### config.mk
export PLATFORM = sky130hd
export DESIGN_NAME = tcu_timer_unit
export DESIGN_NICKNAME = d
export VERILOG_FILES = /design/src/logic/tcu_pkg.sv /design/src/logic/tcu_timer_unit.sv
export SDC_FILE = /design/constraint.sdc
export NUM_CORES = 1
export LEC_CHECK = 0
export BUFFER_PORTS_ARGS = -buffer_cell sky130_fd_sc_hd__buf_2
export CAP_MARGIN = 20
export CORE_UTILIZATION = 45
export CTS_BUF_LIST = sky130_fd_sc_hd__clkbuf_8
export CTS_CLUSTER_SIZE = 10
export DETAILED_ROUTE_END_ITERATION = 7
export GPL_ROUTABILITY_DRIVEN = 0
export PLACE_DENSITY = 0.61
export SETUP_SLACK_MARGIN = 0.15
export SLEW_MARGIN = 10
export SYNTH_ARGS = -nofsm -noshare
export SYNTH_HDL_FRONTEND = slang
export SYNTH_SLANG_ARGS = --single-unit
### constraint.sdc
create_clock -name clk -period 3.2 [get_ports clk]
set_input_delay 0.64 -clock clk [delete_from_list [all_inputs] [get_ports clk]]
set_output_delay 0.64 -clock clk [all_outputs]
set_load 0.03 [all_outputs]
### src/logic/tcu_pkg.sv
`default_nettype none
package tcu_pkg;

   // Data-space offsets; sync control and flag sit below 0x60, the others in extended space
   localparam logic [7:0] OFF_SYNC_CTRL = 8'h43;
   localparam logic [7:0] OFF_FLAG = 8'h37;
   localparam logic [7:0] OFF_POWER = 8'h64;
   localparam logic [7:0] OFF_MASK = 8'h70;
   localparam logic [7:0] OFF_CTRL_A = 8'hB0;
   localparam logic [7:0] OFF_CTRL_B = 8'hB1;
   localparam logic [7:0] OFF_COUNT = 8'hB2;
   localparam logic [7:0] OFF_CMP_A = 8'hB3;
   localparam logic [7:0] OFF_CMP_B = 8'hB4;
   localparam logic [7:0] OFF_ASYNC_STAT = 8'hB6;

   // Direct I/O window: I/O address plus this offset gives the data-space address
   localparam logic [7:0] IO_SPACE_OFFSET = 8'h20;
   localparam logic [7:0] IO_SPACE_LIMIT = 8'h40;
   localparam logic [7:0] EXT_SPACE_BASE = 8'h60;

   // Field positions
   localparam int BIT_SYNC_HOLD = 7;
   localparam int BIT_ASYNC_PSR = 1;
   localparam int BIT_SHARED_PSR = 0;
   localparam int BIT_POWER = 6;
   localparam int BIT_ASYNC_SEL = 5;
   localparam int BIT_WAVE_HIGH = 3;
   localparam int BIT_FLAG_CMP_B = 2;
   localparam int BIT_FLAG_CMP_A = 1;
   localparam int BIT_FLAG_OVF = 0;

   // Reset values and counter limits
   localparam logic [7:0] REG_RESET = 8'h00;
   localparam logic [7:0] COUNT_BOTTOM = 8'h00;
   localparam logic [7:0] COUNT_MAX = 8'hFF;
   localparam logic [7:0] COUNT_ONE = 8'h01;
   localparam logic [2:0] CLK_SEL_STOP = 3'h0;

   // Waveform mode codes
   localparam logic [2:0] WAVE_NORMAL = 3'h0;
   localparam logic [2:0] WAVE_PHASE_MAX = 3'h1;
   localparam logic [2:0] WAVE_CTC = 3'h2;
   localparam logic [2:0] WAVE_FAST_MAX = 3'h3;
   localparam logic [2:0] WAVE_PHASE_CMP = 3'h5;
   localparam logic [2:0] WAVE_FAST_CMP = 3'h7;

   // Prescaler tap masks, one per clock select code
   localparam logic [9:0] TAP_DIV1 = 10'h000;
   localparam logic [9:0] TAP_DIV8 = 10'h007;
   localparam logic [9:0] TAP_DIV32 = 10'h01F;
   localparam logic [9:0] TAP_DIV64 = 10'h03F;
   localparam logic [9:0] TAP_DIV128 = 10'h07F;
   localparam logic [9:0] TAP_DIV256 = 10'h0FF;
   localparam logic [9:0] TAP_DIV1024 = 10'h3FF;

   // CPU I/O bus request
   typedef struct packed {
      logic ioSpace;
      logic [7:0] addr;
      logic wrEn;
      logic rdEn;
      logic [7:0] wrData;
   } tcu_io_req_t;

   // Whole state of the timer unit
   typedef struct packed {
      logic syncHold;
      logic asyncPsr;
      logic sharedPsr;
      logic powerOn;
      logic asyncSel;
      logic [1:0] waveLow;
      logic waveHigh;
      logic [2:0] clkSel;
      logic [7:0] count;
      logic dirDown;
      logic blockMatch;
      logic [7:0] cmpABuf;
      logic [7:0] cmpBBuf;
      logic [7:0] cmpAAct;
      logic [7:0] cmpBAct;
      logic [2:0] flags;
      logic [2:0] mask;
      logic [9:0] presc;
      logic osc1;
      logic osc2;
      logic osc3;
      logic oscLevel;
      logic [7:0] rdData;
   } tcu_state_t;

   localparam tcu_state_t STATE_RESET = '0;

endpackage : tcu_pkg
`default_nettype wire

### src/logic/tcu_timer_unit.sv
`timescale 1ns/1ps
`default_nettype none

// Overview of operation
// - With hold set, both prescaler reset bits keep their written value.
// - Writing hold from one to zero clears both prescaler reset bits at once.
// - Shared prescaler reset bit pulses the shared reset, self-clears unless holding.
// - Sync control register decodes at 0x43 data, 0x23 I/O, resets 0x00.
// - I/O address is data offset minus 0x20; extended space is load/store only.
// - Timer runs only while its power bit is one.
// - Bottom status at count 0x00, max status at 0xFF.
// - Top is 0xFF or compare A, chosen by waveform mode.
// - Each request shows as a flag bit, gated by its own mask bit.
// - Timer clock is the I/O clock unless async select picks crystal pin.
// - Clock select zero gives no tick; counter stays put.
// - On each tick the counter clears, increments or decrements per mode.
// - CPU can read and write the counter with or without ticks.
// - A CPU counter write beats any clear or count that same cycle.
// - Three-bit waveform mode: two bits in control A, one in control B.
// - Overflow flag sets per waveform mode and can request an interrupt.
// - Both compare values are matched against the counter continuously.
// - Compare registers are buffered; active value may lag the written value.
// - Match flag sets on the next tick; clears by acknowledge or writing one.
// - A counter write blocks compare matches on the next tick, even stopped.
// - Mode 0 counts up, wraps to 0x00, overflow flags as zero appears.
// - Mode 2 clears the counter on a compare A match.
module tcu_timer_unit (
   // Clock, reset and freeze
   input wire logic clk,
   input wire logic rst_b,
   input wire logic clkEn,
   // CPU I/O bus
   input wire tcu_pkg::tcu_io_req_t ioReq,
   output logic [7:0] ioRdData,
   // Interrupt requests and their service acknowledges
   input wire logic [2:0] intAck,
   output logic [2:0] intReq,
   // Watch crystal oscillator
   input wire logic crystalPin1,
   // Prescaler reset towards the other timers
   output logic sharedPrescalerReset,
   // Counter status
   output logic atBottom,
   output logic atMax
);
   import tcu_pkg::*;

   tcu_state_t s_r;
   tcu_state_t s_nxt;

   logic [7:0] effAddr;
   logic addrOk;
   logic selSync;
   logic selFlag;
   logic selPower;
   logic selMask;
   logic selCtrlA;
   logic selCtrlB;
   logic selCount;
   logic selCmpA;
   logic selCmpB;
   logic selAsync;
   logic [7:0] readMux;

   logic [2:0] waveMode;
   logic isFast;
   logic isPhase;
   logic topIsCmp;
   logic [7:0] topValue;
   logic [9:0] tapMask;
   logic srcTick;
   logic oscRise;
   logic timerTick;
   logic wrCount;
   logic [1:0] cmpHit;

   // Map I/O instruction addresses into data space; I/O space only spans 64 bytes
   always_comb begin
      if (ioReq.ioSpace) begin
         effAddr = ioReq.addr + IO_SPACE_OFFSET;
         addrOk = (ioReq.addr < IO_SPACE_LIMIT);
      end else begin
         effAddr = ioReq.addr;
         addrOk = 1'b1;
      end
   end

   // Register select; extended registers are unreachable by I/O space since effAddr stays below 0x60
   always_comb begin
      selSync = 1'b0;
      selFlag = 1'b0;
      selPower = 1'b0;
      selMask = 1'b0;
      selCtrlA = 1'b0;
      selCtrlB = 1'b0;
      selCount = 1'b0;
      selCmpA = 1'b0;
      selCmpB = 1'b0;
      selAsync = 1'b0;
      if (!addrOk) begin
         selSync = 1'b0;
      end else if (effAddr == OFF_SYNC_CTRL) begin
         selSync = 1'b1;
      end else if (effAddr == OFF_FLAG) begin
         selFlag = 1'b1;
      end else if (effAddr < EXT_SPACE_BASE) begin
         selSync = 1'b0;
      end else if (ioReq.ioSpace) begin
         selSync = 1'b0;
      end else if (effAddr == OFF_POWER) begin
         selPower = 1'b1;
      end else if (effAddr == OFF_MASK) begin
         selMask = 1'b1;
      end else if (effAddr == OFF_CTRL_A) begin
         selCtrlA = 1'b1;
      end else if (effAddr == OFF_CTRL_B) begin
         selCtrlB = 1'b1;
      end else if (effAddr == OFF_COUNT) begin
         selCount = 1'b1;
      end else if (effAddr == OFF_CMP_A) begin
         selCmpA = 1'b1;
      end else if (effAddr == OFF_CMP_B) begin
         selCmpB = 1'b1;
      end else if (effAddr == OFF_ASYNC_STAT) begin
         selAsync = 1'b1;
      end
   end

   // Read value; unmapped locations and reserved bits read zero
   always_comb begin
      readMux = REG_RESET;
      if (selSync) begin
         readMux[BIT_SYNC_HOLD] = s_r.syncHold;
         readMux[BIT_ASYNC_PSR] = s_r.asyncPsr;
         readMux[BIT_SHARED_PSR] = s_r.sharedPsr;
      end else if (selFlag) begin
         readMux[2:0] = s_r.flags;
      end else if (selPower) begin
         readMux[BIT_POWER] = s_r.powerOn;
      end else if (selMask) begin
         readMux[2:0] = s_r.mask;
      end else if (selCtrlA) begin
         readMux[1:0] = s_r.waveLow;
      end else if (selCtrlB) begin
         readMux[BIT_WAVE_HIGH] = s_r.waveHigh;
         readMux[2:0] = s_r.clkSel;
      end else if (selCount) begin
         readMux = s_r.count;
      end else if (selCmpA) begin
         readMux = s_r.cmpABuf;
      end else if (selCmpB) begin
         readMux = s_r.cmpBBuf;
      end else if (selAsync) begin
         readMux[BIT_ASYNC_SEL] = s_r.asyncSel;
      end
   end

   // Mode decode and the top of the count sequence
   always_comb begin
      waveMode = {s_r.waveHigh, s_r.waveLow};
      isFast = (waveMode == WAVE_FAST_MAX) || (waveMode == WAVE_FAST_CMP);
      isPhase = (waveMode == WAVE_PHASE_MAX) || (waveMode == WAVE_PHASE_CMP);
      topIsCmp = (waveMode == WAVE_CTC) || (waveMode == WAVE_PHASE_CMP) || (waveMode == WAVE_FAST_CMP);
      topValue = topIsCmp ? s_r.cmpAAct : COUNT_MAX;
   end

   // Prescaler tap per clock select code
   always_comb begin
      case (s_r.clkSel)
         3'h1: tapMask = TAP_DIV1;
         3'h2: tapMask = TAP_DIV8;
         3'h3: tapMask = TAP_DIV32;
         3'h4: tapMask = TAP_DIV64;
         3'h5: tapMask = TAP_DIV128;
         3'h6: tapMask = TAP_DIV256;
         default: tapMask = TAP_DIV1024;
      endcase
   end

   // Tick generation; a held async prescaler reset also halts the counter
   always_comb begin
      oscRise = (s_r.osc2 == s_r.osc3) && s_r.osc3 && !s_r.oscLevel;
      srcTick = s_r.asyncSel ? oscRise : 1'b1;
      timerTick = s_r.powerOn && (s_r.clkSel != CLK_SEL_STOP) && srcTick && !s_r.asyncPsr
         && ((s_r.presc & tapMask) == tapMask);
      wrCount = ioReq.wrEn && selCount;
   end

   // Both comparators watch the active values at all times; a counter write masks them for one tick
   for (genvar ch = 0; ch < 2; ch++) begin : g_cmp
      assign cmpHit[ch] = !s_r.blockMatch && (s_r.count == ((ch == 0) ? s_r.cmpAAct : s_r.cmpBAct));
   end

   // Next state
   always_comb begin
      s_nxt = s_r;
      // Three-stage sampling of the crystal pin; a level counts once stages two and three agree
      s_nxt.osc1 = crystalPin1;
      s_nxt.osc2 = s_r.osc1;
      s_nxt.osc3 = s_r.osc2;
      if (s_r.osc2 == s_r.osc3) begin
         s_nxt.oscLevel = s_r.osc3;
      end

      // Prescaler runs free on the source unless its reset is held
      if (s_r.asyncPsr) begin
         s_nxt.presc = 10'h000;
      end else if (srcTick) begin
         s_nxt.presc = s_r.presc + 10'h001;
      end

      // Counter sequence per waveform mode
      if (timerTick) begin
         s_nxt.blockMatch = 1'b0;
         if (isPhase) begin
            if (!s_r.dirDown) begin
               if (s_r.count >= topValue) begin
                  s_nxt.count = s_r.count - COUNT_ONE;
                  s_nxt.dirDown = 1'b1;
               end else begin
                  s_nxt.count = s_r.count + COUNT_ONE;
               end
            end else if (s_r.count == COUNT_BOTTOM) begin
               s_nxt.count = s_r.count + COUNT_ONE;
               s_nxt.dirDown = 1'b0;
            end else begin
               s_nxt.count = s_r.count - COUNT_ONE;
            end
         end else if (isFast && s_r.count == topValue) begin
            s_nxt.count = COUNT_BOTTOM;
            s_nxt.dirDown = 1'b0;
         end else if (waveMode == WAVE_CTC && s_r.count == s_r.cmpAAct) begin
            s_nxt.count = COUNT_BOTTOM;
            s_nxt.dirDown = 1'b0;
         end else begin
            s_nxt.count = s_r.count + COUNT_ONE;
            s_nxt.dirDown = 1'b0;
         end

         // Buffered compare values load at top in phase mode and on wrap in fast mode
         if ((isPhase && !s_r.dirDown && s_r.count >= topValue) || (isFast && s_r.count == topValue)) begin
            s_nxt.cmpAAct = s_r.cmpABuf;
            s_nxt.cmpBAct = s_r.cmpBBuf;
         end
      end

      // Outside PWM modes the comparator follows the written value directly
      if (!isFast && !isPhase) begin
         s_nxt.cmpAAct = s_r.cmpABuf;
         s_nxt.cmpBAct = s_r.cmpBBuf;
      end

      // Flags: acknowledge or write-one clears first, then hardware sets win
      if (ioReq.wrEn && selFlag) begin
         s_nxt.flags = s_r.flags & ~ioReq.wrData[2:0];
      end
      s_nxt.flags = s_nxt.flags & ~intAck;
      if (timerTick) begin
         if (cmpHit[0]) begin
            s_nxt.flags[BIT_FLAG_CMP_A] = 1'b1;
         end
         if (cmpHit[1]) begin
            s_nxt.flags[BIT_FLAG_CMP_B] = 1'b1;
         end
         if (isPhase ? (s_r.dirDown && s_r.count == COUNT_ONE)
                     : isFast ? (s_r.count == topValue)
                              : (s_r.count == COUNT_MAX)) begin
            s_nxt.flags[BIT_FLAG_OVF] = 1'b1;
         end
      end

      // CPU register writes; a counter write overrides the tick above
      if (wrCount) begin
         s_nxt.count = ioReq.wrData;
         s_nxt.blockMatch = 1'b1;
      end
      if (ioReq.wrEn && selCmpA) begin
         s_nxt.cmpABuf = ioReq.wrData;
      end
      if (ioReq.wrEn && selCmpB) begin
         s_nxt.cmpBBuf = ioReq.wrData;
      end
      if (ioReq.wrEn && selMask) begin
         s_nxt.mask = ioReq.wrData[2:0];
      end
      if (ioReq.wrEn && selPower) begin
         s_nxt.powerOn = ioReq.wrData[BIT_POWER];
      end
      if (ioReq.wrEn && selCtrlA) begin
         s_nxt.waveLow = ioReq.wrData[1:0];
      end
      if (ioReq.wrEn && selCtrlB) begin
         s_nxt.waveHigh = ioReq.wrData[BIT_WAVE_HIGH];
         s_nxt.clkSel = ioReq.wrData[2:0];
      end
      if (ioReq.wrEn && selAsync) begin
         s_nxt.asyncSel = ioReq.wrData[BIT_ASYNC_SEL];
      end

      // Sync control: held bits stay; releasing hold drops both resets together
      if (ioReq.wrEn && selSync) begin
         s_nxt.syncHold = ioReq.wrData[BIT_SYNC_HOLD];
         if (s_r.syncHold && !ioReq.wrData[BIT_SYNC_HOLD]) begin
            s_nxt.asyncPsr = 1'b0;
            s_nxt.sharedPsr = 1'b0;
         end else begin
            s_nxt.asyncPsr = ioReq.wrData[BIT_ASYNC_PSR];
            s_nxt.sharedPsr = ioReq.wrData[BIT_SHARED_PSR];
         end
      end else if (!s_r.syncHold) begin
         // A set bit lives exactly one cycle so the reset reaches the prescalers once
         s_nxt.asyncPsr = 1'b0;
         s_nxt.sharedPsr = 1'b0;
      end

      // Read data is registered so the bus sees a stable value one cycle later
      if (ioReq.rdEn) begin
         s_nxt.rdData = readMux;
      end
   end

   // State register; the clock enable freezes everything, synchronisers included
   // Reset does not wait for the clock enable, so a frozen block can still be brought to a known state
   always_ff @(posedge clk) begin
      if (!rst_b) begin
         s_r <= STATE_RESET;
      end else if (clkEn) begin
         s_r <= s_nxt;
      end
   end

   // Outputs
   assign ioRdData = s_r.rdData;
   assign sharedPrescalerReset = s_r.sharedPsr;
   assign intReq = s_r.flags & s_r.mask;
   assign atBottom = (s_r.count == COUNT_BOTTOM);
   assign atMax = (s_r.count == COUNT_MAX);

endmodule : tcu_timer_unit
`default_nettype wire

**Yosys cells after proc, flatten, opt, wreduce, memory -nomap -nowiden**

Cells that the tools add are included.
Widths: inputs -> output; s select.

- Add/sub/neg operators: 4
- $lt $le $gt $ge: 3
- Eq/ne operators: 29
- Muxes and demuxes: 147
- Bitwise logic cells: 6
- Reduce and logical (&&, ||, !) cells: 58

Operators by type and width:

| kind | number |
|---|---|
| $mux 8 | 13 |
| $mux 1 | 96 |
| $pmux 10 s6 | 1 |
| $eq 8x8->1 const B | 7 |
| $mux 16 | 3 |
| $mux 6 | 6 |
| $mux 9 | 4 |
| $mux 10 | 3 |
| $mux 4 | 7 |
| $reduce_and 2->1 | 14 |
| $logic_and 1x1->1 | 25 |
| $eq 8x7->1 const B | 3 |
| $eq 8x8->1 | 3 |
| $mux 5 | 4 |
| $lt 8x7->1 const B | 2 |
| $eq 3x3->1 const B | 5 |
| $eq 3x2->1 const B | 4 |
| $mux 2 | 6 |
| $mux 3 | 4 |
| $add 10x1->10 const B | 1 |
| $and 10x10->10 | 1 |
| $eq 10x10->1 | 1 |
| $and 3x3->3 | 3 |
| $add 8x1->8 const B | 1 |
| 15 further kinds | 30 |

- Bits in registers: 81
- Input bits: 26

**Depth between registers and ports, before layout**

Gate-level depths: netlist of run 1.

- Depth after elaboration: 41
- Gate-level depth with buffers: 13
- Gate-level depth less buffers: 12

**Least setup slack after synthesis of run 1**

OpenSTA, ideal clock, no wires.

- Path type: register -> register
- Start point: register s_r[74] (netlist bit)
- End point: register s_r[65] (netlist bit)
- Setup time: 116 ps
- Arrival time: 3059 ps
- Setup slack: 25 ps
- Stages on the path, launching flop included: 13
- Clock period less this slack: 3175 ps
- Cell sequence: dfxtp_1 > clkbuf_1 > inv_1 > mux2_2 > or2_2 > ha_1 > nand2b_1 > a221oi_1 > o211ai_1 > a21boi_0 > a41oi_1 > a311o_1 > and3_1

- Longest elaborated chain between the ends: 10
- Elaborated cells on any way between the ends: 21
- Classes of those cells: 1 x order compare; 6 x eq/ne; 8 x mux; 6 x reduce/logical

Ends and longest elaborated chain:

| what | RTL line | RTL |
|---|---|---|
| from (decl) | tcu_timer_unit.sv:48 | `tcu_state_t s_r;` |
| from (signal assigned) | tcu_timer_unit.sv:328 | `s_r <= s_nxt;` |
| $eq 3x2->1 or $eq 3x3->1 (tied branches) | tcu_timer_unit.sv:163, tcu_timer_unit.sv:232, tcu_timer_unit.sv:162 |  |
| $logic_or 1x1->1 (2 in series) | tcu_timer_unit.sv:163 | `topIsCmp = (waveMode == WAVE_CTC) \|\| (waveMode == WAVE_PHASE_CMP) \|\| (waveMode == WAVE_FAST_CMP);` |
| $mux 8 | tcu_timer_unit.sv:164 | `topValue = topIsCmp ? s_r.cmpAAct : COUNT_MAX;` |
| $ge 8x8->1 or $eq 8x8->1 (tied branches) | tcu_timer_unit.sv:217, tcu_timer_unit.sv:229 |  |
| $mux 8 or $logic_and 1x1->1 (tied branches) | tcu_timer_unit.sv:217, tcu_timer_unit.sv:229 |  |
| $mux 9 (on tied branches) | tcu_timer_unit.sv:216, tcu_timer_unit.sv:229 |  |
| $mux 9 (*) | tcu_timer_unit.sv:215 | `if (isPhase) begin` |
| $mux 10 (*) | tcu_timer_unit.sv:213 | `if (timerTick) begin` |
| $mux 8 (*) | tcu_timer_unit.sv:273 | `if (wrCount) begin` |

Every way passes the cells marked *; elsewhere a longest branch is shown, timed or not. The select of a mux whose other input is x is not followed.
A chain may end at the register's enable or synchronous reset.

**Worst setup path after layout of run 1**

- Start point: register s_r[73] (netlist bit)
- End point: register s_r[39] (netlist bit)

- Longest elaborated chain between the ends: 9
- Elaborated cells on any way between the ends: 23
- Classes of those cells: 1 x order compare; 6 x eq/ne; 2 x mux; 14 x reduce/logical

Ends and longest elaborated chain:

| what | RTL line | RTL |
|---|---|---|
| $eq 3x2->1 or $eq 3x3->1 (tied branches) | tcu_timer_unit.sv:163, tcu_timer_unit.sv:162 |  |
| $logic_or 1x1->1 (2 in series) | tcu_timer_unit.sv:163 |  |
| $mux 8 | tcu_timer_unit.sv:164 |  |
| $ge 8x8->1 or $eq 8x8->1 (tied branches) | tcu_timer_unit.sv:241 | `if ((isPhase && !s_r.dirDown && s_r.count >= topValue) \|\| (isFast && s_r.count == topValue)) begin` |
| $logic_and 1x1->1 | tcu_timer_unit.sv:241 |  |
| $logic_or 1x1->1 | tcu_timer_unit.sv:241 |  |
| $reduce_bool 2->1 (no line) | -- |  |
| $reduce_and 3->1 (no line) | -- |  |

Several ways; a longest one is shown, not always the timed one.

==> metrics.csv, run 1 <==
metric,value,unit
Setup TNS Final,0,ps
num rows,37,
WL per Instance,19.6,um
Sink Count,81,
"CTS clk-pin slew, worst paths",100,ps
die area,0.0114,mm2
final wirelength,14800,um
M1 WL,6870,um
final net count,653,
register-to-register path setup slack,240,ps
Final ANT Viol Nets,0,
DR iter-0 viols,470,
HP Class,register to register,
grt ovf,0,
Fin. Hold Viols,0,
share of layout cells above drive strength 1,18.4,%
maximum clock path buffer count,2,
top achievable clock speed,337,MHz
maxcap violations,0,
vias in the first global route,4121,
Worst-Margin Slew,697,ps
vias,4518,
"Seq/Total Area, Yosys",32.9,%
Setup crit end kind,register,
CP arrival,3220,ps
kind of critical path,register to register,
area delta synth->final,14.1,%
VDD IR max,0.301,mV
routed vias/inst,5.99,
Starting Density,47.1,%
WHS Path Cells,1,
RSZ-0062 raised after global routing,false,
#FFs+latches synth,81,
DRT Pass-1 Iters,5,
die height,107,um
max layer used,met4,
status,"finished, final reports clean",
synthesized area per cell,8.59,um2
Critical Path Fanout Max,8,
Slew HR,53.5,%
initial antenna violation count,0,
WL met3,1090,um
Detailed Place HPWL,10600,um
htree depth,3,
first-pass GRT wire length,22800,um
Mapped Nets,614,
IO buf count,39,
Core Box Area,0.0105,mm2
number of synthesized flops with an enable pin,0,
Yosys cell types,71,
Worst-Skew Late Latency,380,ps
R2R depth,13,
fraction of registers with async set/reset,0,%
cells after synthesis,574,
placed inst area,0.00530,mm2
Power Density,353,mW/mm2
die width,107,um
largest net degree at the start of global routing,35,
Final Max Tran Viols,0,
Tmin final,2960,ps
Clock Skew,18.8,ps
"Setup violations, final",0,
Num CTS Buffers,9,
hold_buf cts,0,
Most used DFF post-synth,dfxtp_1,
Worst Setup Start Kind,register,
DRC,0,
# fillers,1004,
CTS tree,done,
n_diodes,0,
Worst Path Required,3460,ps
met2 WL post-DR,6420,um
Mapped Area,0.00493,mm2
Pleak,2.13,nW
Tot GR Track Use,26.6,%
Clock Tree Root,clkbuf_8,
Ys Warns,0,
num ports,40,
Final Cell Area,0.00563,mm2
Tcrit/Tclk final,92.6,%
## state kept, by name, summed over array words and instances, names as in the netlist
register	flops
ioRdData	8
s_nxt	2
s_r	70
sharedPrescalerReset	1
## power breakdown
part           internal, mW  total, mW  switching, mW
clock network         0.367      0.801          0.433
registers              1.01       1.02        0.00481
logic                0.0626      0.165          0.102
total                  1.44       1.99          0.540
## placed cells by master, fill, tap and decap left out, drive strengths merged, types with 4 or more instances in the layout
cell type and n:
xnor2 10, xor2 15, ha 14, nor3 21
and2 9, nand2b 10, buf 63, or4 4
nor2 31, o21a 4, nor4 10, o21ai 25
mux2i 44, clkbuf 10, o41ai 4, nand4 5
nand3 23, a41oi 4, nor2b 48, dfxtp 81
and3 12, inv 12, nand2 43, a21oi 27
a31oi 9, a221oi 5, a21boi 15, or3 6
## worst paths after layout
path,startpoint,end
max,s_r[73]$_SDFFE_PN0P_,s_r[39]$_SDFFE_PN0P_
min,ioRdData[4]$_SDFFE_PN0P_,ioRdData[4]$_SDFFE_PN0P_
min reg2reg,ioRdData[4]$_SDFFE_PN0P_,ioRdData[4]$_SDFFE_PN0P_
max reg2reg,s_r[73]$_SDFFE_PN0P_,s_r[39]$_SDFFE_PN0P_
## through the flow
stage | power (mW) | util, % | cells | worst slack (ps) | hold WS, ps
6_report | 1.99 | 53.8 | 754 | 237 | 474
5_1_grt | 2.06 | 53.8 | 754 | 135 | 482
4_1_cts | 1.99 | 52.6 | 752 | 177 | 476
3_5_place_dp | 1.20 | 50.6 | 736 | 125 | 455
3_3_place_gp | 1.20 | 50.6 | 736 | 213 | 446
2_1_floorplan | 1.14 | - | 574 | 178 | 443
## kinds of logic (layout without fill, tap and decap cells)
family	count (synthesis)	after routing	share of synthesized area [%]
DFF	81	81	32.9
and+or+nand+nor	235	235	26.9
buffers and inverters	46	90	4.44
muxes	46	46	9.39
AOI/OAI and AO/OA	127	127	18.4
xor gates and xnor gates	25	25	4.44
adders and majority gates	14	14	3.55
## routing by layer
metal	global-route usage [%]	vias up
li1	-	2156
met1	36.6	2116
met2	40.9	205
met3	5.59	41
met4	9.30	0
met5	0	-
## cell type report
type,instances,area [um2],area share (%)
Clock inverter,7,78.8,1.40
Inverter,10,37.5,0.667
Tap cell,136,170,3.02
Timing Repair Buffer,64,413,7.34
Sequential cell,81,1620,28.8
Clock buffer,9,124,2.20
Multi-Input combinational cell,447,3180,56.5
## timing repair
item / in CTS / in global routing
buffers inserted: 0 / 1
gates resized for setup: 2 / 17
setup endpoints to repair: 1 / 19
pin swaps: 2 / 10
cloned: 0 / 1
## critical path: stages, from the launching register on
cell,delay [ps]
dfxtp_2,340
inv_2,60
nand2_1,70
mux2_4,310
or2_2,310
ha_4,220
nand2b_4,140
a221oi_4,340
nor4_2,110
o41ai_2,410
a21oi_2,120
buf_12,170
mux2i_2,170
nor2b_1,70
## cells in the mapped netlist, drive strengths merged (6+ instances only)
| cell type | number | area share (%) |
|---|---|---|
| nand2b | 10 | 1.3 |
| nor2b | 48 | 6.1 |
| a31oi | 9 | 1.4 |
| mux2i | 44 | 8.9 |
| xor2 | 15 | 2.7 |
| xnor2 | 10 | 1.8 |
| dfxtp | 81 | 33 |
| nor3 | 21 | 2.9 |
| o21ai | 25 | 2.5 |
| or3 | 6 | 0.76 |
| ha | 14 | 3.6 |
| nand3 | 23 | 2.3 |
| buf | 14 | 2.0 |
| a21boi | 15 | 2.3 |
| and3 | 12 | 1.5 |
| inv | 10 | 0.76 |
| nand2 | 43 | 3.3 |
| clkbuf | 22 | 1.7 |
| a21oi | 27 | 2.8 |
| and2 | 9 | 1.1 |
| nor4 | 10 | 1.6 |
| nor2 | 31 | 2.5 |
Power figures use the tool's default switching activity.
==> run 2: changes to the inputs <==
--- a/config.mk
+++ b/config.mk
@@ -12,7 +12,7 @@
 export CTS_CLUSTER_SIZE = 10
 export DETAILED_ROUTE_END_ITERATION = 7
 export GPL_ROUTABILITY_DRIVEN = 0
-export PLACE_DENSITY = 0.61
+export PLACE_DENSITY = 0.64
 export SETUP_SLACK_MARGIN = 0.15
 export SLEW_MARGIN = 10
 export SYNTH_ARGS = -nofsm -noshare
==> run 2 against run 1 <==
Against the previous run: sequential share of layout area grew 0.24 points; setup slack gained 25 ps; core utilization shrank 0.49 points; non-clock buffer count is the same; via count grew 0.35%; largest cell class unchanged; clock-buffer cell count grew 1.
==> metrics.csv, run 2 (synthesis gave the netlist of run 1 again) <==
metric,value,unit
grt ovf,0,
DR iter-0 viols,442,
initial antenna violation count,0,
VDD IR max,0.167,mV
Fin. Hold Viols,0,
die height,107,um
"commonest non-fill, non-tap cell in the layout",dfxtp_1,
Tcrit/Tclk final,91.8,%
RSZ-0062 raised after global routing,true,
Tot GR Track Use,25.7,%
Pleak,2.14,nW
kind of critical path,register to register,
Detailed Place HPWL,10400,um
share of layout cells above drive strength 1,17.7,%
Worst Path Required,3460,ps
area delta synth->final,13.0,%
grt peak-use layer,met2,
final core occ,53.3,%
first-pass GRT wire length,22600,um
vias,4534,
WL per Instance,18.6,um
DRC,0,
Core Box Area,0.0105,mm2
Final Max Tran Viols,0,
M1 GR Usage,33.2,%
Clock Skew,11.2,ps
vias in the first global route,4310,
hold_buf cts,0,
met2 Track Usage GR,41.9,%
max FFs per register,70,
top achievable clock speed,340,MHz
"CTS clk-pin slew, worst paths",90,ps
# fillers,1002,
Tmin final,2940,ps
maximum clock path buffer count,2,
met3 Use GR,5.05,%
largest reg by FF count,s_r,
die area,0.0114,mm2
DRT Pass-1 Iters,6,
Worst-Margin Slew,699,ps
Final ANT Viol Nets,0,
Worst Setup Start Kind,register,
Sink Count,81,
num ports,40,
IO buf count,39,
CP arrival,3190,ps
routed vias/inst,6.02,
Critical Path Fanout Max,5,
die width,107,um
Slew HR,53.0,%
n_diodes,0,
status,"finished, final reports clean",
"commonest non-fill, non-tap cells in the layout","dfxtp_1 (81), nor2b_1 (48), mux2i_1 (44)",
Worst-Skew Late Latency,370,ps
CTS tree,done,
HP Class,register to register,
num rows,37,
final net count,653,
Starting Density,47.1,%
total power,2.02,mW
Clock Tree Root,clkbuf_8,
Num CTS Buffers,9,
htree depth,3,
Setup TNS Final,0,ps
final wirelength,14000,um
Setup crit end kind,register,
largest net degree at the start of global routing,41,
"Setup violations, final",0,
maxcap violations,0,
Power Density,363,mW/mm2
==> run 2: cell type report <==
class | instances | area, um2 | area share, %
Sequential cell | 81 | 1620 | 29.1
Multi-Input combinational cell | 447 | 3140 | 56.4
Clock buffer | 10 | 138 | 2.47
Tap cell | 136 | 170 | 3.05
Inverter | 10 | 37.5 | 0.673
Clock inverter | 5 | 78.8 | 1.41
Timing Repair Buffer | 64 | 387 | 6.93
==> run 2: what timing repair did <==
action,4_1_cts,5_1_grt
buffers inserted,1,2
gates resized for setup,0,12
setup endpoints to repair,1,23
cloned,0,0
pin swaps,1,6
==> run 2: final timing paths <==
path,cells after the start,startpoint,slack [ps],end
setup / recovery,12,s_r[74]$_SDFFE_PN0P_,260,s_r[66]$_SDFFE_PN0P_
hold / removal,1,ioRdData[5]$_SDFFE_PN0P_,460,ioRdData[5]$_SDFFE_PN0P_
setup reg to reg,12,s_r[74]$_SDFFE_PN0P_,260,s_r[66]$_SDFFE_PN0P_
hold reg to reg,1,ioRdData[5]$_SDFFE_PN0P_,460,ioRdData[5]$_SDFFE_PN0P_
==> run 2: critical path: stages, from the launching register on <==
cell,delay [ps]
dfxtp_1,330
inv_1,90
mux2_4,340
or2_2,290
ha_1,290
nand2b_1,160
a221oi_2,330
o211ai_1,180
buf_4,190
nand3_1,130
a22o_1,170
a21oi_1,80
o221a_2,250
==> run 2: per-layer routing <==
layer | vias to the layer above | share of wire (%)
met5 | - | 0
met4 | 0 | 3.0
met3 | 37 | 6.2
met2 | 172 | 46
met1 | 2160 | 45
li1 | 2165 | -
==> run 2: through the flow <==
step,setup WS (ps),std cells,hold WS (ps),instance area [um2]
2_1_floorplan,178,574,443,4940
3_3_place_gp,199,735,457,5290
3_5_place_dp,146,735,449,5290
4_1_cts,164,751,468,5510
5_1_grt,75.9,753,497,5580
6_report,262,753,464,5580
==> run 2: report_power, final <==
part           total [mW]  leakage, nW  internal (mW)  switching, mW
Combinational       0.156         1.37         0.0568         0.0992
Sequential           1.02        0.654           1.01        0.00517
Clock               0.845        0.113          0.457          0.389
Total                2.02         2.14           1.53          0.493
